==> src/common/dmasg_regs.svh <==
`ifndef DMASG_REGS_SVH
`define DMASG_REGS_SVH

// ----------------------------------------------------------------------
// channel control word layout
// ----------------------------------------------------------------------
`define DMASG_CNT_HI      11
`define DMASG_CNT_LO      0
`define DMASG_BURST_HI    14
`define DMASG_BURST_LO    12
`define DMASG_WIDTH_HI    20
`define DMASG_WIDTH_LO    18
`define DMASG_SRC_INC     26
`define DMASG_DST_INC     27
`define DMASG_TC_IE       31

// ----------------------------------------------------------------------
// burst size codes and beat counts
// ----------------------------------------------------------------------
`define DMASG_BCODE_1     3'h0
`define DMASG_BCODE_4     3'h1
`define DMASG_BCODE_8     3'h2
`define DMASG_BCODE_16    3'h3
`define DMASG_BEATS_1     12'h001
`define DMASG_BEATS_4     12'h004
`define DMASG_BEATS_8     12'h008
`define DMASG_BEATS_16    12'h010
`define DMASG_BEATS_32    12'h020

// ----------------------------------------------------------------------
// bus encodings and item layout
// ----------------------------------------------------------------------
`define DMASG_TRANS_IDLE  2'h0
`define DMASG_TRANS_NSEQ  2'h2
`define DMASG_TRANS_SEQ   2'h3
`define DMASG_BURST_INCR  3'h1
`define DMASG_SIZE_WORD   3'h2
`define DMASG_ITEM_WORDS  12'h004
`define DMASG_WORD_STEP   32'h0000_0004
`define DMASG_WORD_SRC    2'h0
`define DMASG_WORD_DST    2'h1
`define DMASG_WORD_NEXT   2'h2
`define DMASG_WORD_CTRL   2'h3

`endif

==> src/common/dmasg_pkg.sv <==
package dmasg_pkg;

	typedef enum logic [2:0] {
		DMASG_IDLE  = 3'b000,
		DMASG_NEXT  = 3'b001,
		DMASG_FETCH = 3'b010,
		DMASG_READ  = 3'b011,
		DMASG_WRITE = 3'b100
	} dmasg_state_t;

	typedef struct packed {
		logic [31:0] source_address;
		logic [31:0] destination_address;
		logic [31:0] next_item_pointer;
		logic [31:0] channel_control;
	} dmasg_item_t;

	typedef struct packed {
		logic [31:0] haddr;
		logic [1:0]  htrans;
		logic        hwrite;
		logic [2:0]  hsize;
		logic [2:0]  hburst;
		logic [31:0] hwdata;
	} dmasg_ahb_req_t;

	typedef struct packed {
		logic [31:0] hrdata;
		logic        hready;
		logic        hresp;
	} dmasg_ahb_rsp_t;

endpackage

==> src/hw/dmasg_chan.sv <==
// Behaviour
// - each side increments or holds address, no wrap
// - boundary equals burst beats times transfer width
// - burst crossing boundary splits into separate transactions
// - items chain blocks, then fetch next or stop
// - item is four words, source then destination
// - one block moves in as many bursts needed
// - zero count reloads from nonzero pointer, zero stops
// - terminal count pulse per block, error stops stream
`timescale 1ns/1ns
`default_nettype none
`include "dmasg_regs.svh"

module dmasg_chan
	import dmasg_pkg::*;
#(
	parameter int DEPTH = 32
) (
	input  wire logic           mclk,
	input  wire logic           sys_rst,
	input  wire logic           start,
	input  wire dmasg_item_t    first_item,
	input  wire dmasg_ahb_rsp_t ahb_rsp,
	output dmasg_ahb_req_t      ahb_q,
	output logic                busy_q,
	output logic                tc_irq_q,
	output logic                err_irq_q
);
	// ------------------------------------------------------------------
	// state
	// ------------------------------------------------------------------
	dmasg_state_t state_q;
	logic [31:0]  src_q;
	logic [31:0]  dst_q;
	logic [31:0]  next_q;
	logic [31:0]  ctrl_q;
	logic [11:0]  cnt_q;
	logic [11:0]  pass_q;
	logic [11:0]  left_q;
	logic [11:0]  done_q;
	logic         dph_q;
	logic [1:0]   widx_q;

	// ------------------------------------------------------------------
	// decode
	// ------------------------------------------------------------------
	wire [2:0]  wsz   = ctrl_q[`DMASG_WIDTH_HI:`DMASG_WIDTH_LO];
	wire [2:0]  bcode = ctrl_q[`DMASG_BURST_HI:`DMASG_BURST_LO];
	wire [31:0] step  = 32'h0000_0001 << wsz;
	wire [11:0] beats = (bcode == `DMASG_BCODE_1)  ? `DMASG_BEATS_1 :
	                    (bcode == `DMASG_BCODE_4)  ? `DMASG_BEATS_4 :
	                    (bcode == `DMASG_BCODE_8)  ? `DMASG_BEATS_8 :
	                    (bcode == `DMASG_BCODE_16) ? `DMASG_BEATS_16 : `DMASG_BEATS_32;
	// boundary span in bytes, minus one
	wire [31:0] bnd_mask = ({20'h0, beats} << wsz) - 32'h0000_0001;
	wire [11:0] depth_n  = 12'(DEPTH);
	wire [11:0] min_bc   = (beats < cnt_q) ? beats : cnt_q;
	// one pass never exceeds the buffer, so a read pass cannot overflow it
	wire [11:0] pass_n   = (min_bc < depth_n) ? min_bc : depth_n;

	wire        fetching = (state_q == DMASG_FETCH);
	wire        cur_inc  = fetching ? 1'b1 :
	                       (state_q == DMASG_READ) ? ctrl_q[`DMASG_SRC_INC] : ctrl_q[`DMASG_DST_INC];
	wire [31:0] cur_step = fetching ? `DMASG_WORD_STEP : step;
	wire [31:0] addr_nxt = ahb_q.haddr + (cur_inc ? cur_step : 32'h0);
	// a new transaction opens on each boundary, so the first part ends there
	wire        at_bnd   = !fetching && cur_inc && ((addr_nxt & bnd_mask) == 32'h0);

	wire        beat_ok  = ahb_q.htrans[1] && ahb_rsp.hready;
	wire        dbeat    = dph_q && ahb_rsp.hready;
	wire        bus_err  = dph_q && ahb_rsp.hresp;
	wire        last_d   = dbeat && (done_q == 12'h001);

	wire        f_in_ready;
	wire        f_out_valid;
	wire [31:0] f_out_data;
	wire        f_push   = (state_q == DMASG_READ) && dbeat && !ahb_rsp.hresp;
	wire        f_pop    = (state_q == DMASG_WRITE) && beat_ok;
	// partial pass data dropped after a bus error
	wire        f_clr    = sys_rst || err_irq_q;

	// ------------------------------------------------------------------
	// data buffer between read and write passes
	// ------------------------------------------------------------------
	dmasg_fifo #(
		.W (32),
		.D (DEPTH)
	) u_fifo (
		.mclk      (mclk),
		.sys_rst   (f_clr),
		.in_valid  (f_push),
		.in_data   (ahb_rsp.hrdata),
		.in_ready  (f_in_ready),
		.out_valid (f_out_valid),
		.out_data  (f_out_data),
		.out_ready (f_pop)
	);

	// ------------------------------------------------------------------
	// data phase tracking
	// ------------------------------------------------------------------
	always_ff @(posedge mclk) begin
		if (sys_rst) begin
			dph_q <= 1'b0;
		end else begin
			if (ahb_rsp.hready || bus_err) dph_q <= beat_ok && !bus_err;
		end
	end

	// ------------------------------------------------------------------
	// sequencer and address phase
	// ------------------------------------------------------------------
	always_ff @(posedge mclk) begin
		if (sys_rst) begin
			state_q      <= DMASG_IDLE;
			src_q        <= 32'h0;
			dst_q        <= 32'h0;
			next_q       <= 32'h0;
			ctrl_q       <= 32'h0;
			cnt_q        <= 12'h0;
			pass_q       <= 12'h0;
			left_q       <= 12'h0;
			done_q       <= 12'h0;
			widx_q       <= 2'h0;
			ahb_q.haddr  <= 32'h0;
			ahb_q.htrans <= `DMASG_TRANS_IDLE;
			ahb_q.hwrite <= 1'b0;
			ahb_q.hsize  <= `DMASG_SIZE_WORD;
			ahb_q.hburst <= `DMASG_BURST_INCR;
			ahb_q.hwdata <= 32'h0;
			busy_q       <= 1'b0;
			tc_irq_q     <= 1'b0;
			err_irq_q    <= 1'b0;
		end else begin
			tc_irq_q  <= 1'b0;
			err_irq_q <= 1'b0;
			if (beat_ok) begin
				ahb_q.haddr <= addr_nxt;
				left_q      <= left_q - 12'h001;
				if (left_q == 12'h001) ahb_q.htrans <= `DMASG_TRANS_IDLE;
				else if (at_bnd) ahb_q.htrans <= `DMASG_TRANS_NSEQ;
				else ahb_q.htrans <= `DMASG_TRANS_SEQ;
			end
			if (dbeat) done_q <= done_q - 12'h001;
			if (f_pop && f_out_valid) ahb_q.hwdata <= f_out_data;
			case (state_q)
				DMASG_IDLE: begin
					if (start) begin
						src_q   <= first_item.source_address;
						dst_q   <= first_item.destination_address;
						next_q  <= first_item.next_item_pointer;
						ctrl_q  <= first_item.channel_control;
						cnt_q   <= first_item.channel_control[`DMASG_CNT_HI:`DMASG_CNT_LO];
						busy_q  <= 1'b1;
						state_q <= DMASG_NEXT;
					end
				end
				DMASG_NEXT: begin
					if (cnt_q == 12'h0) begin
						tc_irq_q <= ctrl_q[`DMASG_TC_IE];
						if (next_q != 32'h0) begin
							ahb_q.haddr  <= next_q;
							ahb_q.htrans <= `DMASG_TRANS_NSEQ;
							ahb_q.hwrite <= 1'b0;
							ahb_q.hsize  <= `DMASG_SIZE_WORD;
							left_q       <= `DMASG_ITEM_WORDS;
							done_q       <= `DMASG_ITEM_WORDS;
							widx_q       <= `DMASG_WORD_SRC;
							state_q      <= DMASG_FETCH;
						end else begin
							busy_q  <= 1'b0;
							state_q <= DMASG_IDLE;
						end
					end else if (f_in_ready && !f_out_valid) begin
						ahb_q.haddr  <= src_q;
						ahb_q.htrans <= `DMASG_TRANS_NSEQ;
						ahb_q.hwrite <= 1'b0;
						ahb_q.hsize  <= wsz;
						left_q       <= pass_n;
						done_q       <= pass_n;
						pass_q       <= pass_n;
						state_q      <= DMASG_READ;
					end
				end
				DMASG_FETCH: begin
					if (dbeat && !ahb_rsp.hresp) begin
						widx_q <= widx_q + 2'h1;
						case (widx_q)
							`DMASG_WORD_SRC:  src_q  <= ahb_rsp.hrdata;
							`DMASG_WORD_DST:  dst_q  <= ahb_rsp.hrdata;
							`DMASG_WORD_NEXT: next_q <= ahb_rsp.hrdata;
							default: begin
								ctrl_q <= ahb_rsp.hrdata;
								cnt_q  <= ahb_rsp.hrdata[`DMASG_CNT_HI:`DMASG_CNT_LO];
							end
						endcase
						if (last_d) state_q <= DMASG_NEXT;
					end
				end
				DMASG_READ: begin
					if (beat_ok) src_q <= addr_nxt;
					if (last_d && !ahb_rsp.hresp) begin
						ahb_q.haddr  <= dst_q;
						ahb_q.htrans <= `DMASG_TRANS_NSEQ;
						ahb_q.hwrite <= 1'b1;
						left_q       <= pass_q;
						done_q       <= pass_q;
						state_q      <= DMASG_WRITE;
					end
				end
				DMASG_WRITE: begin
					if (beat_ok) dst_q <= addr_nxt;
					if (last_d && !ahb_rsp.hresp) begin
						ahb_q.hwrite <= 1'b0;
						cnt_q        <= cnt_q - pass_q;
						state_q      <= DMASG_NEXT;
					end
				end
				default: begin
					state_q <= DMASG_IDLE;
				end
			endcase
			if (bus_err) begin
				ahb_q.htrans <= `DMASG_TRANS_IDLE;
				ahb_q.hwrite <= 1'b0;
				err_irq_q    <= 1'b1;
				busy_q       <= 1'b0;
				state_q      <= DMASG_IDLE;
			end
		end
	end
endmodule

`default_nettype wire

==> src/hw/dmasg_fifo.sv <==
`timescale 1ns/1ns
`default_nettype none

module dmasg_fifo #(
	parameter int W = 32,
	parameter int D = 32
) (
	input  wire logic         mclk,
	input  wire logic         sys_rst,
	input  wire logic         in_valid,
	input  wire logic [W-1:0] in_data,
	output logic              in_ready,
	output logic              out_valid,
	output logic [W-1:0]      out_data,
	input  wire logic         out_ready
);
	localparam int AW = $clog2(D);
	localparam int CW = $clog2(D + 1);

	logic [W-1:0]  mem [D];
	logic [AW-1:0] wp_q;
	logic [AW-1:0] rp_q;
	logic [CW-1:0] cnt_q;
	logic          ov_q;
	logic [W-1:0]  od_q;

	wire            out_free = !ov_q || out_ready;
	wire            in_fire  = in_valid && in_ready;
	wire            mem_pop  = (cnt_q != '0) && out_free;
	wire            bypass   = in_fire && (cnt_q == '0) && out_free;
	wire            mem_push = in_fire && !bypass;
	wire [CW:0]     total    = {1'b0, cnt_q} + {{CW{1'b0}}, ov_q};

	assign in_ready  = total < (CW + 1)'(D);
	assign out_valid = ov_q;
	assign out_data  = od_q;

	always_ff @(posedge mclk) begin
		if (mem_push) begin
			mem[wp_q] <= in_data;
		end
	end

	always_ff @(posedge mclk) begin
		if (sys_rst) begin
			wp_q  <= '0;
			rp_q  <= '0;
			cnt_q <= '0;
			ov_q  <= 1'b0;
			od_q  <= '0;
		end else begin
			if (mem_push) wp_q <= (wp_q == AW'(D - 1)) ? '0 : wp_q + 1'b1;
			if (mem_pop) rp_q <= (rp_q == AW'(D - 1)) ? '0 : rp_q + 1'b1;
			cnt_q <= cnt_q + CW'(mem_push) - CW'(mem_pop);
			if (mem_pop) begin
				od_q <= mem[rp_q];
				ov_q <= 1'b1;
			end else if (bypass) begin
				od_q <= in_data;
				ov_q <= 1'b1;
			end else if (out_ready) begin
				ov_q <= 1'b0;
			end
		end
	end
endmodule

`default_nettype wire
==> config.mk <==
export PLATFORM = sky130hd
export DESIGN_NAME = dmasg_chan
export DESIGN_NICKNAME = d
export VERILOG_FILES = /design/src/common/dmasg_pkg.sv /design/src/hw/dmasg_chan.sv /design/src/hw/dmasg_fifo.sv
export VERILOG_INCLUDE_DIRS = /design/src /design/src/common
export SDC_FILE = /design/constraint.sdc
export NUM_CORES = 2
export LEC_CHECK = 0
export BUFFER_PORTS_ARGS = -buffer_cell sky130_fd_sc_hd__buf_4
export CELL_PAD_IN_SITES_DETAIL_PLACEMENT = 0
export CELL_PAD_IN_SITES_GLOBAL_PLACEMENT = 1
export CORE_MARGIN = 2
export CORE_UTILIZATION = 50
export DETAILED_ROUTE_END_ITERATION = 8
export PLACE_DENSITY = 0.77
export SETUP_SLACK_MARGIN = 0.02
export SLEW_MARGIN = 20
export SYNTH_ARGS = -nofsm -noshare
export SYNTH_HDL_FRONTEND = slang
export SYNTH_HIERARCHICAL = 1
export SYNTH_SLANG_ARGS = --single-unit
export TNS_END_PERCENT = 5
==> constraint.sdc <==
create_clock -name mclk -period 8.1 [get_ports mclk]
set_input_delay 0.81 -clock mclk [delete_from_list [all_inputs] [get_ports mclk]]
set_output_delay 0.81 -clock mclk [all_outputs]
set_load 0.02 [all_outputs]
Yosys cells after proc, flatten, opt, wreduce, memory -nomap -nowiden

Memory sizes are Yosys's and may differ from the RTL's. A register that Yosys moved wholly into a read port is not among the register bits.
Cells that the tools add are included.
Widths: inputs -> output; s select.

Add/sub/neg operators: 11
Multipliers: 0
Div/mod/pow operators: 0
$lt $le $gt $ge: 3
Equal/unequal tests: 30
Shift operators: 2
Multiplexer cells: 83
Bitwise operators: 3
Reduce and logical (&&, ||, !) cells: 58

Operators by type and width:

| kind                  | count |
|---|---|
| $mux 32               | 17 |
| $mux 12               | 16 |
| $pmux 32 s3           | 2 |
| $pmux 32 s2           | 2 |
| $mux 38               | 3 |
| $pmux 34 s2           | 1 |
| $pmux 12 s2           | 2 |
| $pmux 12 s3           | 1 |
| $mux 35               | 1 |
| $mux 34               | 1 |
| $add 32x32->32        | 1 |
| $and 32x32->32        | 1 |
| $logic_not 32->1      | 1 |
| $reduce_bool 32->1    | 1 |
| $shl 1x3->32 const A  | 1 |
| $shl 6x3->32          | 1 |
| $sub 32x1->32 const B | 1 |
| $eq 12x1->1 const B   | 2 |
| $mux 6                | 4 |
| $sub 12x1->12 const B | 2 |
| $mux 3                | 7 |
| $mux 5                | 4 |
| $reduce_and 5->1      | 4 |
| $logic_and 1x1->1     | 19 |
| other kinds (39)      | 95 |

Register bits after elaboration: 304
Bits in latches: 0
Bits in writable memories: 1024
ROM bits: 0
Input port bits: 165
Output and inout port bits: 76
Logic and storage cells: 215
Memories kept: 1

Memory list:

| memory     | words | bits a word | read ports | clocked after Yosys merged registers in | wr ports | RTL line         | text |
|---|---|---|---|---|---|---|---|
| u_fifo.mem | 32    | 32          | 1          | 1                                       | 1        | dmasg_fifo.sv:20 | `logic [W-1:0] mem [D];` |

Logic depth before layout (Yosys ltp)

Depth in word-level cells: 16
Depth in mapped cells: 19
Gate-level depth less buffers: 17

Cells and area by module

The synthesis kept the hierarchy.

Modules (own cells, without submodules):

| module     | times used | cells an instance | area an instance (um^2) | sequential area each (um^2) |
|---|---|---|---|---|
| dmasg_fifo | 1          | 1959              | 41258.3                 | 31830.5 |
| dmasg_chan | 1          | 1838              | 13843.3                 | 4644.5 |

Worst setup path before layout

Ideal clock, no wire load.

Kind: input to register
Start: input ahb_rsp[1] (netlist bit)
End: memory u_fifo.mem[15][0] (enable)
Setup time: 0.421 ns
Data arrival time: 3.558 ns
Required time: 7.679 ns
Slack: 4.121 ns
Stages: 6
Path buffers: 0
Path through: nand2_1 or2_2 nor2_1 nor4b_4 nand2_1 nor2_1

Longest elaborated chain between the ends: 10
Elaborated cells on any way between the ends: 13
Those cells by class: 2 x mux; 11 x reduce/logical

RTL lines:

| item                               | RTL line         | text |
|---|---|---|
| start, declared                    | dmasg_chan.sv:23 | `input wire dmasg_ahb_rsp_t ahb_rsp,` |
| $logic_and 1x1->1 (*)              | dmasg_chan.sv:70 | `wire dbeat = dph_q && ahb_rsp.hready;` |
| $logic_and 1x1->1 (*) (2 in a row) | dmasg_chan.sv:77 | `wire f_push = (state_q == DMASG_READ) && dbeat && !ahb_rsp.hresp;` |
| net f_push                         | dmasg_chan.sv:77 |  |
| $logic_and 1x1->1 (*)              | dmasg_fifo.sv:28 | `wire in_fire = in_valid && in_ready;` |
| $logic_and 1x1->1 (2 in a row)     | dmasg_fifo.sv:30 | `wire bypass = in_fire && (cnt_q == '0) && out_free;` |
| $logic_not 1->1                    | dmasg_fifo.sv:31 | `wire mem_push = in_fire && !bypass;` |
| $logic_and 1x1->1 (*)              | dmasg_fifo.sv:31 |  |
| $mux 1 (*)                         | dmasg_fifo.sv:39 | `if (mem_push) begin` |
| $mux 1 (not written as such) (*)   | dmasg_fifo.sv:40 | `mem[wp_q] <= in_data;` |
| end, declared                      | dmasg_fifo.sv:20 |  |

The timed path passes the listed nets; every way through them passes the cells marked *.

Worst setup path after layout

Start: register state_q[1]
End: register ahb_q[39] (netlist bit)

Longest elaborated chain between the ends: 14
Elaborated cells on any way between the ends: 21
Those cells by class: 1 x add/sub; 3 x eq/ne; 12 x mux; 1 x bitwise; 4 x reduce/logical

RTL lines:

| item                              | RTL line                             | text |
|---|---|---|
| start, declared                   | dmasg_chan.sv:32                     | `dmasg_state_t state_q;` |
| start signal, assigned            | dmasg_chan.sv:115                    | `state_q <= DMASG_IDLE;` |
| start signal, assigned            | dmasg_chan.sv:155                    | `state_q <= DMASG_NEXT;` |
| start signal, assigned            | dmasg_chan.sv:169                    | `state_q <= DMASG_FETCH;` |
| $eq 3x2->1                        | dmasg_chan.sv:63, dmasg_chan.sv:146  |  |
| $mux 1                            | dmasg_chan.sv:63                     | `` (state_q == DMASG_READ) ? ctrl_q[`DMASG_SRC_INC] : ctrl_q[`DMASG_DST_INC]; `` |
| $mux 1                            | dmasg_chan.sv:62                     | `wire cur_inc = fetching ? 1'b1 :` |
| $mux 32                           | dmasg_chan.sv:65                     | `wire [31:0] addr_nxt = ahb_q.haddr + (cur_inc ? cur_step : 32'h0);` |
| $add 32x32->32                    | dmasg_chan.sv:65                     |  |
| $and 32x32->32                    | dmasg_chan.sv:67                     | `wire at_bnd = !fetching && cur_inc && ((addr_nxt & bnd_mask) == 32'h0);` |
| $logic_not 32->1                  | dmasg_chan.sv:67                     |  |
| $logic_and 1x1->1                 | dmasg_chan.sv:67                     |  |
| $mux 1                            | dmasg_chan.sv:141                    | `` else if (at_bnd) ahb_q.htrans <= `DMASG_TRANS_NSEQ; `` |
| $mux 2                            | dmasg_chan.sv:140                    | `` if (left_q == 12'h001) ahb_q.htrans <= `DMASG_TRANS_IDLE; `` |
| $mux 34                           | dmasg_chan.sv:137                    | `if (beat_ok) begin` |
| $mux 38, on equally long branches | dmasg_chan.sv:174, dmasg_chan.sv:161 |  |
| $mux 38                           | dmasg_chan.sv:159                    | `if (cnt_q == 12'h0) begin` |
| $pmux 34 s2 (*)                   | dmasg_chan.sv:146                    | `case (state_q)` |
| end, declared                     | dmasg_chan.sv:24                     | `output dmasg_ahb_req_t ahb_q,` |

Mark *: on every way between the ends. The rest lies on a longest branch, timed or not. The select of a mux whose other input is x is not followed.
A chain may end at the register's enable or synchronous reset.

==> impl_metrics.csv <==
group,metric,value,unit
run_status,outcome,"finished, final reports clean",
setup_path,worstReg2RegStart,"state_q[1]",
clocking,clk_pin_slew,0.06,ns
setup_path,crit_path_end,"ahb_q[39]",
die,die_height,336.0,µm
drt,route.detailed.drc,0,
placed_design,gp_congestion,0.8740,
worst_hold_path,min_path_type,"primary input to flop",
timing,fin_crit_sh,0.7582,
clocking,htreeDepth,4,
setup_path,cp-end-kind,"flop",
placed_design,dpl.hpwl,99.39,mm
die,ios,241,
timing,fmax,162.8,MHz
clocking,ctsRootBufferMaster,"clkbuf_16",
setup_path,arrival,6.75,ns
clocking,post-cts-setup-buffers,0,
run,max_cap_viol_count,0,
setup_path,start_kind,"flop",
drt,wl_per_cell,28.89,µm
yosys,synth-async-reset-ratio,0,
final_layout,nets,4206,
setup_path,crit_required,8.71,ns
clocking,clk_latency,0.77,ns
yosys,synth.largest_area_cell,"edfxtp_1",
grt,grt_start_max_net_pins,122,
yosys,ys_seq_area_frac,0.6620,
die,fp.dieW,336.0,µm
power,ir_worst_vdd,0.3005,mV
clocking,cts.path.max_buffers,3,
setup_path,r2r_cells,12,
clocking,cts_resized,0,
final_layout,area_growth,14.41,%
die,core,109200,µm²
final_layout,drive_above_1_share,0.2015,
clocking,cts-hold-fix-buffers,0,
timing,maxSlewHeadroom,0.2535,
grt,grt_pass1_vias,33950,
timing,setup_slack,1.958,ns
yosys,yosys_warnings,6,
drt,drt_iter0_drc,4138,
clocking,cts_tree,"done",
timing,final_hold_viol_count,0,
setup_path,crit_fanout,43,
placed_design,pre_cts_ws,2.165,ns
setup_path,path_class,"flop to flop",
yosys,synthCells,3797,
yosys,yosys-top-cells-area,"edfxtp_1 (56%), dfxtp_1 (10%), mux4_2 (9.2%)",
yosys,synth_ff_type,"edfxtp_1",
final_layout,fill_cells,8444,
drt,ant_nets,0,
setup_path,r2r_slack,1.96,ns
setup_path,startpoint,"state_q[1]",
power,p_leak,20.47,nW
timing,maxSlewViolCount,0,
die,dieArea,112900,µm²
timing,finalSetupTns,0,ns
die,num_rows,121,
die,start_util,0.5048,
drt,vias,34890,
final_layout,fin_util,0.5776,
yosys,ys_ff_latch,1310,
placed_design,io_buffers,226,
clocking,clkSinkCount,1310,
power,powerDensity,317.1,nW/µm²
timing,worst_hold_slack,0.3234,ns
final_layout,regArea,36490,µm²
drt,dr.pass1.iters,5,
yosys,synth_edf_count,1024,
final_layout,multi_input_area,17630,µm²
timing,worst_slew_pin_slew,1.120,ns
setup_path,reg2reg_to,"ahb_q[39]",
yosys,syn_avg_cell_area,14.51,µm²
drt,viasPerCell,6.260,
yosys,synth_top_cell_area_share,0.5581,
timing,setup_viol,0,
grt,grt_pass1_wl,232.8,mm
yosys,synthDistinctLibCells,91,
worst_hold_path,hp-start,"first_item[61]",
timing,grt_setup_unrepaired,"no",
timing,layout_min_cycle_time,6.142,ns
yosys,syn_area,55100,µm²
drt,wirelength,161.0,mm
grt,grtUsageTotal,0.2855,
timing,clock_skew,0.02825,ns
clocking,cts_buffers,137,
grt,overflow,0,
grt,antenna_found_initial,7,
## sequential cells by signal (all words and copies together), names as in the netlist, 2 cells and up, named ones only
signal,count
ahb_q,70
cnt_q,12
ctrl_q,9
done_q,12
dst_q,32
left_q,12
next_q,32
pass_q,12
src_q,32
state_q,3
u_fifo/cnt_q,6
u_fifo/mem,1024
u_fifo/out_data,32
u_fifo/rp_q,5
u_fifo/wp_q,5
widx_q,2
## synthesized netlist by cell type, drive strengths merged, types with 52 or more instances
library cell	count
mux4	225
buf	84
a21oi	175
edfxtp	1024
o21ai	129
xor2	53
a221oi	76
clkbuf	171
nand2	260
nor3	60
dfxtp	286
a22oi	76
ha	52
a211oi	110
nor2	353
mux2i	102
## worst min path at each step
stage,end,slack [ns],cells after the start
after detailed placement,ahb_q[30],0.45,2
final,next_q[29],0.32,3
after CTS,next_q[29],0.29,3
after floorplan,ahb_q[0],0.43,2
after global routing,next_q[29],0.32,3
after global placement,ahb_q[9],0.45,2
## worst max-delay path, stage by stage, from the launching register on
cell and delay, ns:
dfxtp_1 0.65, nor2b_2 0.86, nand2b_2 0.85, o21ai_0 0.30, ha_1 0.28, a211oi_1 0.13
o211ai_1 0.23, and2_1 0.47, nand4_1 0.29, o41a_1 0.40, o41ai_1 0.58, nor3b_1 0.71
o21ai_0 0.19
## cell families (layout without fill, tap and decap cells)
kind of cell / Yosys count / in the layout / synth area share
xor gates and xnor gates: 103 / 103 / 0.01637
muxes: 330 / 330 / 0.1111
adders and majority gates: 55 / 55 / 0.01290
buffers and inverters: 305 / 602 / 0.02396
DFF: 1310 / 1310 / 0.6620
and+or+nand+nor: 904 / 904 / 0.07525
AOI/OAI and AO/OA: 788 / 788 / 0.09832
other: 2 / 6 / 0.0001363
## routing by layer
metal  part of all wire  vias to the layer above  track usage
met2               0.47                     1697       0.4552
li1                   -                    15230            -
met4              0.042                        0       0.1169
met5                  0                        -            0
met3              0.088                      294      0.05006
met1               0.40                    17680       0.3910
## cell type report
| class | count | share of cell area |
|---|---|---|
| Multi-Input combinational cell | 2183 | 0.2796 |
| Antenna cell | 3 | 0.0001191 |
| Clock inverter | 68 | 0.01419 |
| Inverter | 50 | 0.003017 |
| Sequential cell | 1310 | 0.5788 |
| Timing Repair Buffer | 304 | 0.03705 |
| Clock buffer | 180 | 0.05789 |
| Tap cell | 1476 | 0.02929 |
## where the power goes
part / leakage, nW / internal [W] / switching, W
Combinational: 6.74 / 0.00212 / 0.00324
Clock: 2.19 / 0.00357 / 0.00273
Sequential: 11.5 / 0.00771 / 0.000628
## stage by stage
stage          instance area [µm²]  power (W)  cells
2_1_floorplan                55110    0.01169   3798
3_3_place_gp                 58490    0.01370   5323
3_5_place_dp                 58490    0.01373   5323
4_1_cts                      63030    0.02000   5571
5_1_grt                      63040    0.02080   5571
6_report                     63040    0.01999   5574
## cells in the final DEF, fill, tap and decap left out, types with 19 or more instances in the layout
cell / synthesis / final
nor3_1: 58 / 54
inv_1: 48 / 48
nor2_1: 351 / 311
clkbuf_16: 0 / 137
a211oi_1: 102 / 102
a211o_1: 26 / 26
nand4_1: 19 / 19
dfxtp_1: 286 / 280
buf_4: 22 / 299
mux4_2: 225 / 225
clkinv_2: 0 / 20
edfxtp_1: 1024 / 1024
o21ai_0: 126 / 126
nor2_4: 0 / 36
xor2_1: 53 / 53
o211ai_1: 28 / 28
nand2_1: 260 / 259
a21oi_1: 174 / 173
nand3_1: 26 / 26
xnor2_1: 50 / 50
and3_1: 40 / 40
o22ai_1: 42 / 42
mux2i_1: 102 / 102
ha_1: 52 / 52
clkbuf_1: 171 / 37
and2_1: 35 / 34
a221oi_1: 76 / 76
a22oi_1: 76 / 76
nand2b_1: 24 / 22
Note: power is estimated with default switching activity, not from simulation.
